### src/design/grlc_pkg.sv
// shared constants for the bus remote/local control block
package grlc_pkg;
    // register byte offsets on the apb slave
    localparam logic [11:0] OFF_CTRL = 12'h000;
    localparam logic [11:0] OFF_SRE = 12'h004;
    localparam logic [11:0] OFF_STATUS = 12'h008;
    localparam logic [11:0] OFF_STB = 12'h00c;

    // control register layout and primary address limits
    localparam int CTRL_ADDR_LSB = 0;
    localparam int CTRL_ADDR_MSB = 4;
    localparam int CTRL_TRIG_BIT = 8;
    localparam logic [4:0] ADDR_RESET = 5'h10;
    localparam logic [4:0] ADDR_MAX = 5'h1e;

    // status register bit positions
    localparam int ST_REMOTE = 0;
    localparam int ST_LOCK = 1;
    localparam int ST_TALK = 2;
    localparam int ST_LISTEN = 3;
    localparam int ST_SPOLL = 4;
    localparam int ST_SRQ = 5;

    // status byte bit positions
    localparam int STB_MAV_BIT = 4;
    localparam int STB_RQS_BIT = 6;
    localparam logic [7:0] SRE_RESET = 8'h00;
    localparam logic [7:0] STB_RESET = 8'h00;

    // interface messages, low seven bits of a byte sent with attention
    localparam logic [6:0] CMD_GTL = 7'h01;
    localparam logic [6:0] CMD_SDC = 7'h04;
    localparam logic [6:0] CMD_GET = 7'h08;
    localparam logic [6:0] CMD_LLO = 7'h11;
    localparam logic [6:0] CMD_DCL = 7'h14;
    localparam logic [6:0] CMD_SPE = 7'h18;
    localparam logic [6:0] CMD_SPD = 7'h19;
    localparam logic [1:0] GRP_LISTEN = 2'h1;
    localparam logic [1:0] GRP_TALK = 2'h2;
    localparam logic [4:0] ADDR_UNADDR = 5'h1f;

    // front panel key codes
    localparam logic [3:0] KEY_POWER = 4'h0;
    localparam logic [3:0] KEY_LOCAL = 4'h1;

    // remote/local state
    typedef enum logic [0:0] {RL_LOCAL, RL_REMOTE} grlc_rl_type;
endpackage

### src/design/grlc_sync.sv
// two flip-flop synchroniser for one asynchronous pin
`timescale 1ns/10ps
module grlc_sync #(
    parameter logic RESET_VAL = 1'b1
) (
    input wire logic ref_clk,
    input wire logic rst_b,
    input wire logic pin_in,
    output logic pin_sync
);
    logic meta_reg;
    logic meta_next;
    logic sync_reg;
    logic sync_next;

    // first stage is read only by the second stage
    always_comb begin
        meta_next = pin_in;
        sync_next = meta_reg;
    end

    always_ff @(posedge ref_clk) begin
        if (!rst_b) begin
            meta_reg <= RESET_VAL;
            sync_reg <= RESET_VAL;
        end else begin
            meta_reg <= meta_next;
            sync_reg <= sync_next;
        end
    end

    assign pin_sync = sync_reg;
endmodule

### src/design/grlc_top.sv
// bus remote/local control: addressing, clears, trigger, service request
//
// How it works
// - primary address resets to 16; writes above 30 are ignored
// - service request raised while message available and its enable bit set
// - remote entered only when addressed to listen with remote enable true
// - talker role works in both local and remote states
// - in remote only power and local keys act; local key returns local
// - interface clear drops talk and listen, leaves settings untouched
// - lockout blocks all keys but power, local too, until go-to-local or remote enable drops
// - addressed go-to-local leaves remote and restores the front panel
// - device clear pulses a clear of buffers, queue and deferred commands
// - universal device clear acts whatever the addressed state
// - selective device clear acts only while addressed to listen
// - group trigger fires only when bus trigger is the selected source
// - status byte returned on serial poll at any time
// - remote indicator lit in remote; local key clears it, restores display
`timescale 1ns/10ps
module grlc_top #(
    parameter int ADDR_W = 12
) (
    input wire logic ref_clk,
    input wire logic rst_b,
    input wire logic [ADDR_W-1:0] paddr,
    input wire logic psel,
    input wire logic penable,
    input wire logic pwrite,
    input wire logic [31:0] pwdata,
    output logic [31:0] prdata,
    output logic pready,
    output logic pslverr,
    input wire logic ifc_b,
    input wire logic ren_b,
    input wire logic cmd_valid,
    input wire logic [7:0] cmd_byte,
    input wire logic mav_in,
    input wire logic key_valid,
    input wire logic [3:0] key_code,
    output logic key_fwd_valid,
    output logic [3:0] key_fwd_code,
    output logic talk_active,
    output logic listen_active,
    output logic remote_ind,
    output logic lockout,
    output logic spoll_active,
    output logic [7:0] spoll_byte,
    output logic srq_out,
    output logic dev_clear,
    output logic trig_out,
    output logic display_restore
);
    logic ifc_s_b;
    logic ren_s_b;

    // pins arrive from the cable, so both pass a synchroniser
    grlc_sync #(.RESET_VAL(1'b1)) u_sync_ifc (
        .ref_clk(ref_clk),
        .rst_b(rst_b),
        .pin_in(ifc_b),
        .pin_sync(ifc_s_b)
    );
    grlc_sync #(.RESET_VAL(1'b1)) u_sync_ren (
        .ref_clk(ref_clk),
        .rst_b(rst_b),
        .pin_in(ren_b),
        .pin_sync(ren_s_b)
    );

    logic ifc_act;
    logic ren_act;
    logic cmd_ok;
    logic mla_cmd;
    logic mta_cmd;
    logic ota_cmd;
    logic unl_cmd;
    logic unt_cmd;
    logic gtl_cmd;
    logic llo_cmd;
    logic dcl_cmd;
    logic sdc_cmd;
    logic get_cmd;
    logic spe_cmd;
    logic spd_cmd;
    logic key_local;
    logic key_power;

    logic [4:0] addr_reg, addr_next;
    logic trig_bus_reg, trig_bus_next;
    logic [7:0] sre_reg, sre_next;
    logic [7:0] stb_sw_reg, stb_sw_next;
    logic [31:0] prdata_reg, prdata_next;
    logic pready_reg, pready_next;
    logic pslverr_reg, pslverr_next;

    grlc_pkg::grlc_rl_type rl_reg, rl_next;
    logic lockout_reg, lockout_next;
    logic remote_ind_reg, remote_ind_next;
    logic talk_reg, talk_next;
    logic listen_reg, listen_next;
    logic spoll_reg, spoll_next;
    logic [7:0] spoll_byte_reg, spoll_byte_next;
    logic srq_reg, srq_next;
    logic dev_clear_reg, dev_clear_next;
    logic trig_reg, trig_next;
    logic restore_reg, restore_next;
    logic key_fwd_valid_reg, key_fwd_valid_next;
    logic [3:0] key_fwd_code_reg, key_fwd_code_next;
    logic [7:0] stb_live;

    // message decode; nothing is taken while interface clear is held
    always_comb begin
        ifc_act = !ifc_s_b;
        ren_act = !ren_s_b;
        cmd_ok = cmd_valid && !ifc_act;
        mla_cmd = cmd_ok && cmd_byte[6:5] == grlc_pkg::GRP_LISTEN
            && cmd_byte[4:0] == addr_reg;
        mta_cmd = cmd_ok && cmd_byte[6:5] == grlc_pkg::GRP_TALK
            && cmd_byte[4:0] == addr_reg;
        ota_cmd = cmd_ok && cmd_byte[6:5] == grlc_pkg::GRP_TALK
            && cmd_byte[4:0] != addr_reg && cmd_byte[4:0] != grlc_pkg::ADDR_UNADDR;
        unl_cmd = cmd_ok && cmd_byte[6:5] == grlc_pkg::GRP_LISTEN
            && cmd_byte[4:0] == grlc_pkg::ADDR_UNADDR;
        unt_cmd = cmd_ok && cmd_byte[6:5] == grlc_pkg::GRP_TALK
            && cmd_byte[4:0] == grlc_pkg::ADDR_UNADDR;
        gtl_cmd = cmd_ok && cmd_byte[6:0] == grlc_pkg::CMD_GTL;
        llo_cmd = cmd_ok && cmd_byte[6:0] == grlc_pkg::CMD_LLO;
        dcl_cmd = cmd_ok && cmd_byte[6:0] == grlc_pkg::CMD_DCL;
        sdc_cmd = cmd_ok && cmd_byte[6:0] == grlc_pkg::CMD_SDC;
        get_cmd = cmd_ok && cmd_byte[6:0] == grlc_pkg::CMD_GET;
        spe_cmd = cmd_ok && cmd_byte[6:0] == grlc_pkg::CMD_SPE;
        spd_cmd = cmd_ok && cmd_byte[6:0] == grlc_pkg::CMD_SPD;
        key_local = key_valid && key_code == grlc_pkg::KEY_LOCAL;
        key_power = key_valid && key_code == grlc_pkg::KEY_POWER;
    end

    // live status byte: software bits plus hardware message-available and rqs
    always_comb begin
        stb_live = stb_sw_reg;
        stb_live[grlc_pkg::STB_MAV_BIT] = mav_in;
        stb_live[grlc_pkg::STB_RQS_BIT] = srq_reg;
    end

    // apb slave: zero wait states, data and error prepared in the setup cycle
    always_comb begin
        addr_next = addr_reg;
        trig_bus_next = trig_bus_reg;
        sre_next = sre_reg;
        stb_sw_next = stb_sw_reg;
        prdata_next = prdata_reg;
        pslverr_next = 1'b0;
        pready_next = 1'b1;
        if (psel && !penable) begin
            prdata_next = 32'h0000_0000;
            unique case (paddr[11:0])
                grlc_pkg::OFF_CTRL: begin
                    prdata_next[grlc_pkg::CTRL_ADDR_MSB:grlc_pkg::CTRL_ADDR_LSB] = addr_reg;
                    prdata_next[grlc_pkg::CTRL_TRIG_BIT] = trig_bus_reg;
                end
                grlc_pkg::OFF_SRE: prdata_next[7:0] = sre_reg;
                grlc_pkg::OFF_STATUS: begin
                    prdata_next[grlc_pkg::ST_REMOTE] = remote_ind_reg;
                    prdata_next[grlc_pkg::ST_LOCK] = lockout_reg;
                    prdata_next[grlc_pkg::ST_TALK] = talk_reg;
                    prdata_next[grlc_pkg::ST_LISTEN] = listen_reg;
                    prdata_next[grlc_pkg::ST_SPOLL] = spoll_reg;
                    prdata_next[grlc_pkg::ST_SRQ] = srq_reg;
                end
                grlc_pkg::OFF_STB: prdata_next[7:0] = stb_live;
                default: pslverr_next = 1'b1;
            endcase
        end
        // writes land in the access cycle; an out-of-range address is kept out
        if (psel && penable && pwrite) begin
            unique case (paddr[11:0])
                grlc_pkg::OFF_CTRL: begin
                    if (pwdata[grlc_pkg::CTRL_ADDR_MSB:grlc_pkg::CTRL_ADDR_LSB]
                        <= grlc_pkg::ADDR_MAX) begin
                        addr_next = pwdata[grlc_pkg::CTRL_ADDR_MSB:grlc_pkg::CTRL_ADDR_LSB];
                    end
                    trig_bus_next = pwdata[grlc_pkg::CTRL_TRIG_BIT];
                end
                grlc_pkg::OFF_SRE: sre_next = pwdata[7:0];
                grlc_pkg::OFF_STB: stb_sw_next = pwdata[7:0];
                default: ;
            endcase
        end
    end

    always_ff @(posedge ref_clk) begin
        if (!rst_b) begin
            addr_reg <= grlc_pkg::ADDR_RESET;
            trig_bus_reg <= 1'b0;
            sre_reg <= grlc_pkg::SRE_RESET;
            stb_sw_reg <= grlc_pkg::STB_RESET;
            prdata_reg <= 32'h0000_0000;
            pready_reg <= 1'b0;
            pslverr_reg <= 1'b0;
        end else begin
            addr_reg <= addr_next;
            trig_bus_reg <= trig_bus_next;
            sre_reg <= sre_next;
            stb_sw_reg <= stb_sw_next;
            prdata_reg <= prdata_next;
            pready_reg <= pready_next;
            pslverr_reg <= pslverr_next;
        end
    end

    // addressing, remote/local, lockout, clears and trigger
    always_comb begin
        rl_next = rl_reg;
        lockout_next = lockout_reg;
        talk_next = talk_reg;
        listen_next = listen_reg;
        spoll_next = spoll_reg;
        dev_clear_next = 1'b0;
        trig_next = 1'b0;
        restore_next = 1'b0;
        key_fwd_valid_next = 1'b0;
        key_fwd_code_next = key_fwd_code_reg;
        if (ifc_act) begin
            // only the addressed state goes; settings and registers stay
            talk_next = 1'b0;
            listen_next = 1'b0;
            spoll_next = 1'b0;
        end
        if (mla_cmd || unl_cmd) begin
            listen_next = mla_cmd;
        end
        if (mta_cmd || ota_cmd || unt_cmd) begin
            talk_next = mta_cmd;
        end
        if (spe_cmd || spd_cmd) begin
            spoll_next = spe_cmd;
        end
        if (llo_cmd) begin
            lockout_next = 1'b1;
        end
        dev_clear_next = dcl_cmd || (sdc_cmd && listen_reg);
        trig_next = get_cmd && listen_reg && trig_bus_reg;
        unique case (rl_reg)
            grlc_pkg::RL_LOCAL: begin
                if (ren_act && mla_cmd) begin
                    rl_next = grlc_pkg::RL_REMOTE;
                end
            end
            grlc_pkg::RL_REMOTE: begin
                if (gtl_cmd && listen_reg) begin
                    rl_next = grlc_pkg::RL_LOCAL;
                end else if (key_local && !lockout_reg) begin
                    rl_next = grlc_pkg::RL_LOCAL;
                    restore_next = 1'b1;
                end
            end
        endcase
        if (gtl_cmd && listen_reg) begin
            lockout_next = 1'b0;
        end
        // dropping remote enable returns everything to local
        if (!ren_act) begin
            rl_next = grlc_pkg::RL_LOCAL;
            lockout_next = 1'b0;
        end
        // power always passes; others only in local with no lockout
        if (key_power || (key_valid && rl_reg == grlc_pkg::RL_LOCAL && !lockout_reg)) begin
            key_fwd_valid_next = 1'b1;
            key_fwd_code_next = key_code;
        end
    end

    // outputs registered from next values so each port is a flop
    always_comb begin
        remote_ind_next = rl_next == grlc_pkg::RL_REMOTE;
        srq_next = |(stb_live & sre_reg & ~(8'h01 << grlc_pkg::STB_RQS_BIT));
        spoll_byte_next = stb_live;
    end

    always_ff @(posedge ref_clk) begin
        if (!rst_b) begin
            rl_reg <= grlc_pkg::RL_LOCAL;
            lockout_reg <= 1'b0;
            remote_ind_reg <= 1'b0;
            talk_reg <= 1'b0;
            listen_reg <= 1'b0;
            spoll_reg <= 1'b0;
            spoll_byte_reg <= 8'h00;
            srq_reg <= 1'b0;
            dev_clear_reg <= 1'b0;
            trig_reg <= 1'b0;
            restore_reg <= 1'b0;
            key_fwd_valid_reg <= 1'b0;
            key_fwd_code_reg <= 4'h0;
        end else begin
            rl_reg <= rl_next;
            lockout_reg <= lockout_next;
            remote_ind_reg <= remote_ind_next;
            talk_reg <= talk_next;
            listen_reg <= listen_next;
            spoll_reg <= spoll_next;
            spoll_byte_reg <= spoll_byte_next;
            srq_reg <= srq_next;
            dev_clear_reg <= dev_clear_next;
            trig_reg <= trig_next;
            restore_reg <= restore_next;
            key_fwd_valid_reg <= key_fwd_valid_next;
            key_fwd_code_reg <= key_fwd_code_next;
        end
    end

    assign prdata = prdata_reg;
    assign pready = pready_reg;
    assign pslverr = pslverr_reg;
    assign key_fwd_valid = key_fwd_valid_reg;
    assign key_fwd_code = key_fwd_code_reg;
    assign talk_active = talk_reg;
    assign listen_active = listen_reg;
    assign remote_ind = remote_ind_reg;
    assign lockout = lockout_reg;
    assign spoll_active = spoll_reg;
    assign spoll_byte = spoll_byte_reg;
    assign srq_out = srq_reg;
    assign dev_clear = dev_clear_reg;
    assign trig_out = trig_reg;
    assign display_restore = restore_reg;
endmodule

### config.mk
export PLATFORM = sky130hd
export DESIGN_NAME = grlc_top
export DESIGN_NICKNAME = d
export VERILOG_FILES = /design/src/design/grlc_pkg.sv /design/src/design/grlc_sync.sv /design/src/design/grlc_top.sv
export SDC_FILE = /design/constraint.sdc
export NUM_CORES = 1
export LEC_CHECK = 0
export ABC_AREA = 1
export BUFFER_PORTS_ARGS = -buffer_cell sky130_fd_sc_hd__buf_2
export CAP_MARGIN = 20
export CORE_UTILIZATION = 47
export CTS_BUF_LIST = sky130_fd_sc_hd__clkbuf_4 sky130_fd_sc_hd__clkbuf_8 sky130_fd_sc_hd__clkbuf_16
export DETAILED_ROUTE_END_ITERATION = 16
export PLACE_DENSITY = 0.8
export SYNTH_ARGS = -nofsm -noshare
export SYNTH_HDL_FRONTEND = slang
export SYNTH_HIERARCHICAL = 1
export SYNTH_SLANG_ARGS = --single-unit
### constraint.sdc
create_clock -name ref_clk -period 1.8 [get_ports ref_clk]
set_clock_uncertainty 0.1 [all_clocks]
set_input_delay 0.36 -clock ref_clk [delete_from_list [all_inputs] [get_ports ref_clk]]
set_output_delay 0.36 -clock ref_clk [all_outputs]
set_load 0.03 [all_outputs]
==> flow_summary_export.csv <==
group,metric,value,unit
status,outcome,"complete, no violations",
worst_setup_path,worstSetupStartpointType,"flop",
die,initial_core_util,49.23,%
grt,antenna_found_initial,0,
worst_setup_path,slowest_stage,"dfxtp_1",
worst_setup_path,crit_chain,"buf_2",
logic_synthesis,synth_edf_count,0,
die,dieArea,6112,µm²
cts,cts_buffers,9,
worst_setup_path,cp.arrival,1.00,ns
power,seqPwrFrac,48.8,%
die,die_x,78.18,µm
final_layout,layout-drive-gt1-share,23.79,%
final_layout,layout.nets,517,
worst_setup_path,path_buf_inv,1,
timing,final.period_utilization,81.09,%
routing,wl_per_cell,11.82,µm
final_layout,largest_register_ffs,9,
logic_synthesis,syn_inst,372,
logic_synthesis,synth-seq-cells,57,
cts,post_cts_resized,0,
power,power_switching,0.0006773,W
timing,min_period,1.460,ns
cts,cts_setup_buffers,0,
hold_path,hp-class,"input port to flop",
worst_setup_path,critPathCaptureType,"primary output",
timing,worstMarginPinSlew,0.5091,ns
routing,drt-total-wl,6.219,mm
worst_setup_path,path_class,"flop to primary output",
logic_synthesis,synth_area_leaders,"dfxtp_1 42%, nand2_1 7.3%, nand3_1 7.2%, inv_1 7.2%, buf_4 6.3%",
logic_synthesis,yosys.area.top_type,"dfxtp_1",
timing,max-slew-margin-rel,66.02,%
cts,clockBufferDepth,2,
power,pwr-share-comb,11.3,%
die,die_y,78.18,µm
routing,drt_iter0_drc,178,
logic_synthesis,ys_warn_count,6,
logic_synthesis,yosysMostFrequentCell,"dfxtp_1",
routing,vias,2569,
timing,fmax,0.6852,GHz
power,ir_drop,0.4670,mV
logic_synthesis,syn_area,2728,µm²
logic_synthesis,syn_area_per_cell,7.332,µm²
logic_synthesis,synth_top_area_share,41.83,%
cts,insertion_delay,0.33,ns
timing,holdWs,0.09736,ns
final_layout,antenna_cells,0,
cts,holdBufCountCts,0,
worst_setup_path,worstRegToRegCells,5,
hold_path,hold_depth,3,
routing,via_per_inst,4.884,
die,io_pins,122,
power,netSwitchingFraction,25.59,%
placement,hpwl,4.728,mm
timing,fin_setup_tns,0,ns
routing,first_pass_iters,5,
power,p_int,0.001969,W
power,powerDensity,815.3,nW/µm²
placement,place_congestion,0.9436,
die,core,5540,µm²
cts,htreeDepth,3,
final_layout,synthToLayoutAreaGrowth,18.99,%
routing,ant_nets,0,
grt,grt_max_degree,34,
power,clockPowerShare,39.9,%
grt,gr-usage-all-layers,21.73,%
logic_synthesis,synthTopCellsByCount,"57 x dfxtp_1, 53 x nand2_1, 52 x inv_1, 39 x nand3_1, 33 x nor2_1",
placement,portBuffers,74,
cts,cts_tree,"yes",
timing,finalHoldViolations,0,
logic_synthesis,yosys_most_used_dff,"dfxtp_1",
worst_setup_path,cp_slowest_stage_delay,0.43,ns
grt,grt_pass1_wl,10.29,mm
run,max-cap-violations,0,
cts,path_clk_slew,0.06,ns
worst_setup_path,cp_max_fo,4,
routing,drc,0,
timing,rsz0062_at_grt,"no",
logic_synthesis,ys_types,33,
cts,cts_root_buf,"clkbuf_8",
power,leakagePower,1.599,nW
die,num_rows,27,
grt,grt_remaining_overflow,0,
grt,grt_pass1_vias,2238,
worst_setup_path,worst-path-stages,1,
timing,finalSetupViolCount,0,
cts,clock_sinks,57,
worst_setup_path,crit_required,1.34,ns
timing,slew_violations,0,
worst_setup_path,critical_path.top_delay_family,"flip-flops",
logic_synthesis,synthArstFlopShare,0,%
logic_synthesis,ys_seq_area_share,41.83,%
## worst paths after layout
check                                    startpoint                  end  slack, ns
worst min-delay path                          ifc_b  u_sync_ifc/meta_reg        0.1
worst max register to register  u_sync_ifc/pin_sync        listen_active       0.40
worst min register to register  u_sync_ifc/meta_reg  u_sync_ifc/pin_sync       0.30
worst max-delay path                        lockout              lockout       0.34
## routing by layer
| metal | track usage (%) | wire length [µm] |
|---|---|---|
| met5 | 0 | 0 |
| met1 | 28.58 | 2814 |
| met3 | 5.116 | 430 |
| met4 | 8.704 | 107 |
| met2 | 34.21 | 2867 |
## cells in the final DEF, fill, tap and decap left out
cell type / count
nor2_2: 3
nor2_4: 2
nand4_1: 4
clkbuf_4: 3
o21ai_1: 15
dfxtp_1: 57
a2111oi_0: 1
nand3_1: 39
nand4_4: 1
nand3_4: 1
clkinv_1: 1
inv_2: 3
nor2_8: 1
buf_2: 74
o21ai_0: 19
inv_1: 52
o22ai_1: 2
nor3_1: 8
nand2_1: 53
nor4_1: 1
xnor2_1: 4
buf_4: 4
nor3b_1: 1
clkbuf_8: 11
nor2_1: 33
nand3b_1: 2
conb_1: 23
a21oi_1: 29
nand2_2: 2
nand3_2: 3
o31a_1: 1
a41oi_1: 1
## cell families after synthesis
kind of cell / Yosys count / share of synthesized area [%]
flops: 57 / 41.83
other cells: 1 / 0.1375
buf+inv: 88 / 16.10
xor+xnor: 4 / 1.284
simple gates: 154 / 27.66
compound gates: 68 / 12.98
## layout make-up
| type | instances | area, µm² |
|---|---|---|
| timing repair buffer | 78 | 400.4 |
| multi-input combinational | 249 | 1230 |
| inverter | 56 | 210.2 |
| sequential | 57 | 1141 |
| fill | 520 | 2295 |
| tap | 72 | 90.09 |
| clock buffer | 14 | 173.9 |
## power groups by stage
stage	clock network, W	registers [W]	logic [W]
3_3_place_gp	0	0.00132	0.000289
3_5_place_dp	0	0.00132	0.000295
6_report	0.00106	0.00129	0.000298
4_1_cts	0.00108	0.00129	0.000296
2_1_floorplan	0	0.00135	0.000200
5_1_grt	0.00113	0.00129	0.000328
## through the flow
step	total power (W)	utilization, %	setup slack (ns)	area, µm²	cells
after floorplan	0.001551	-	0.4065	2810	394
after global placement	0.001607	55.44	0.1327	3072	512
after detailed placement	0.001614	55.44	0.08439	3072	512
after CTS	0.002666	58.58	0.3191	3246	526
after global routing	0.002756	58.58	0.3056	3246	526
final	0.002646	58.58	0.3405	3246	526
No activity file was read; power rests on OpenSTA's default activity.
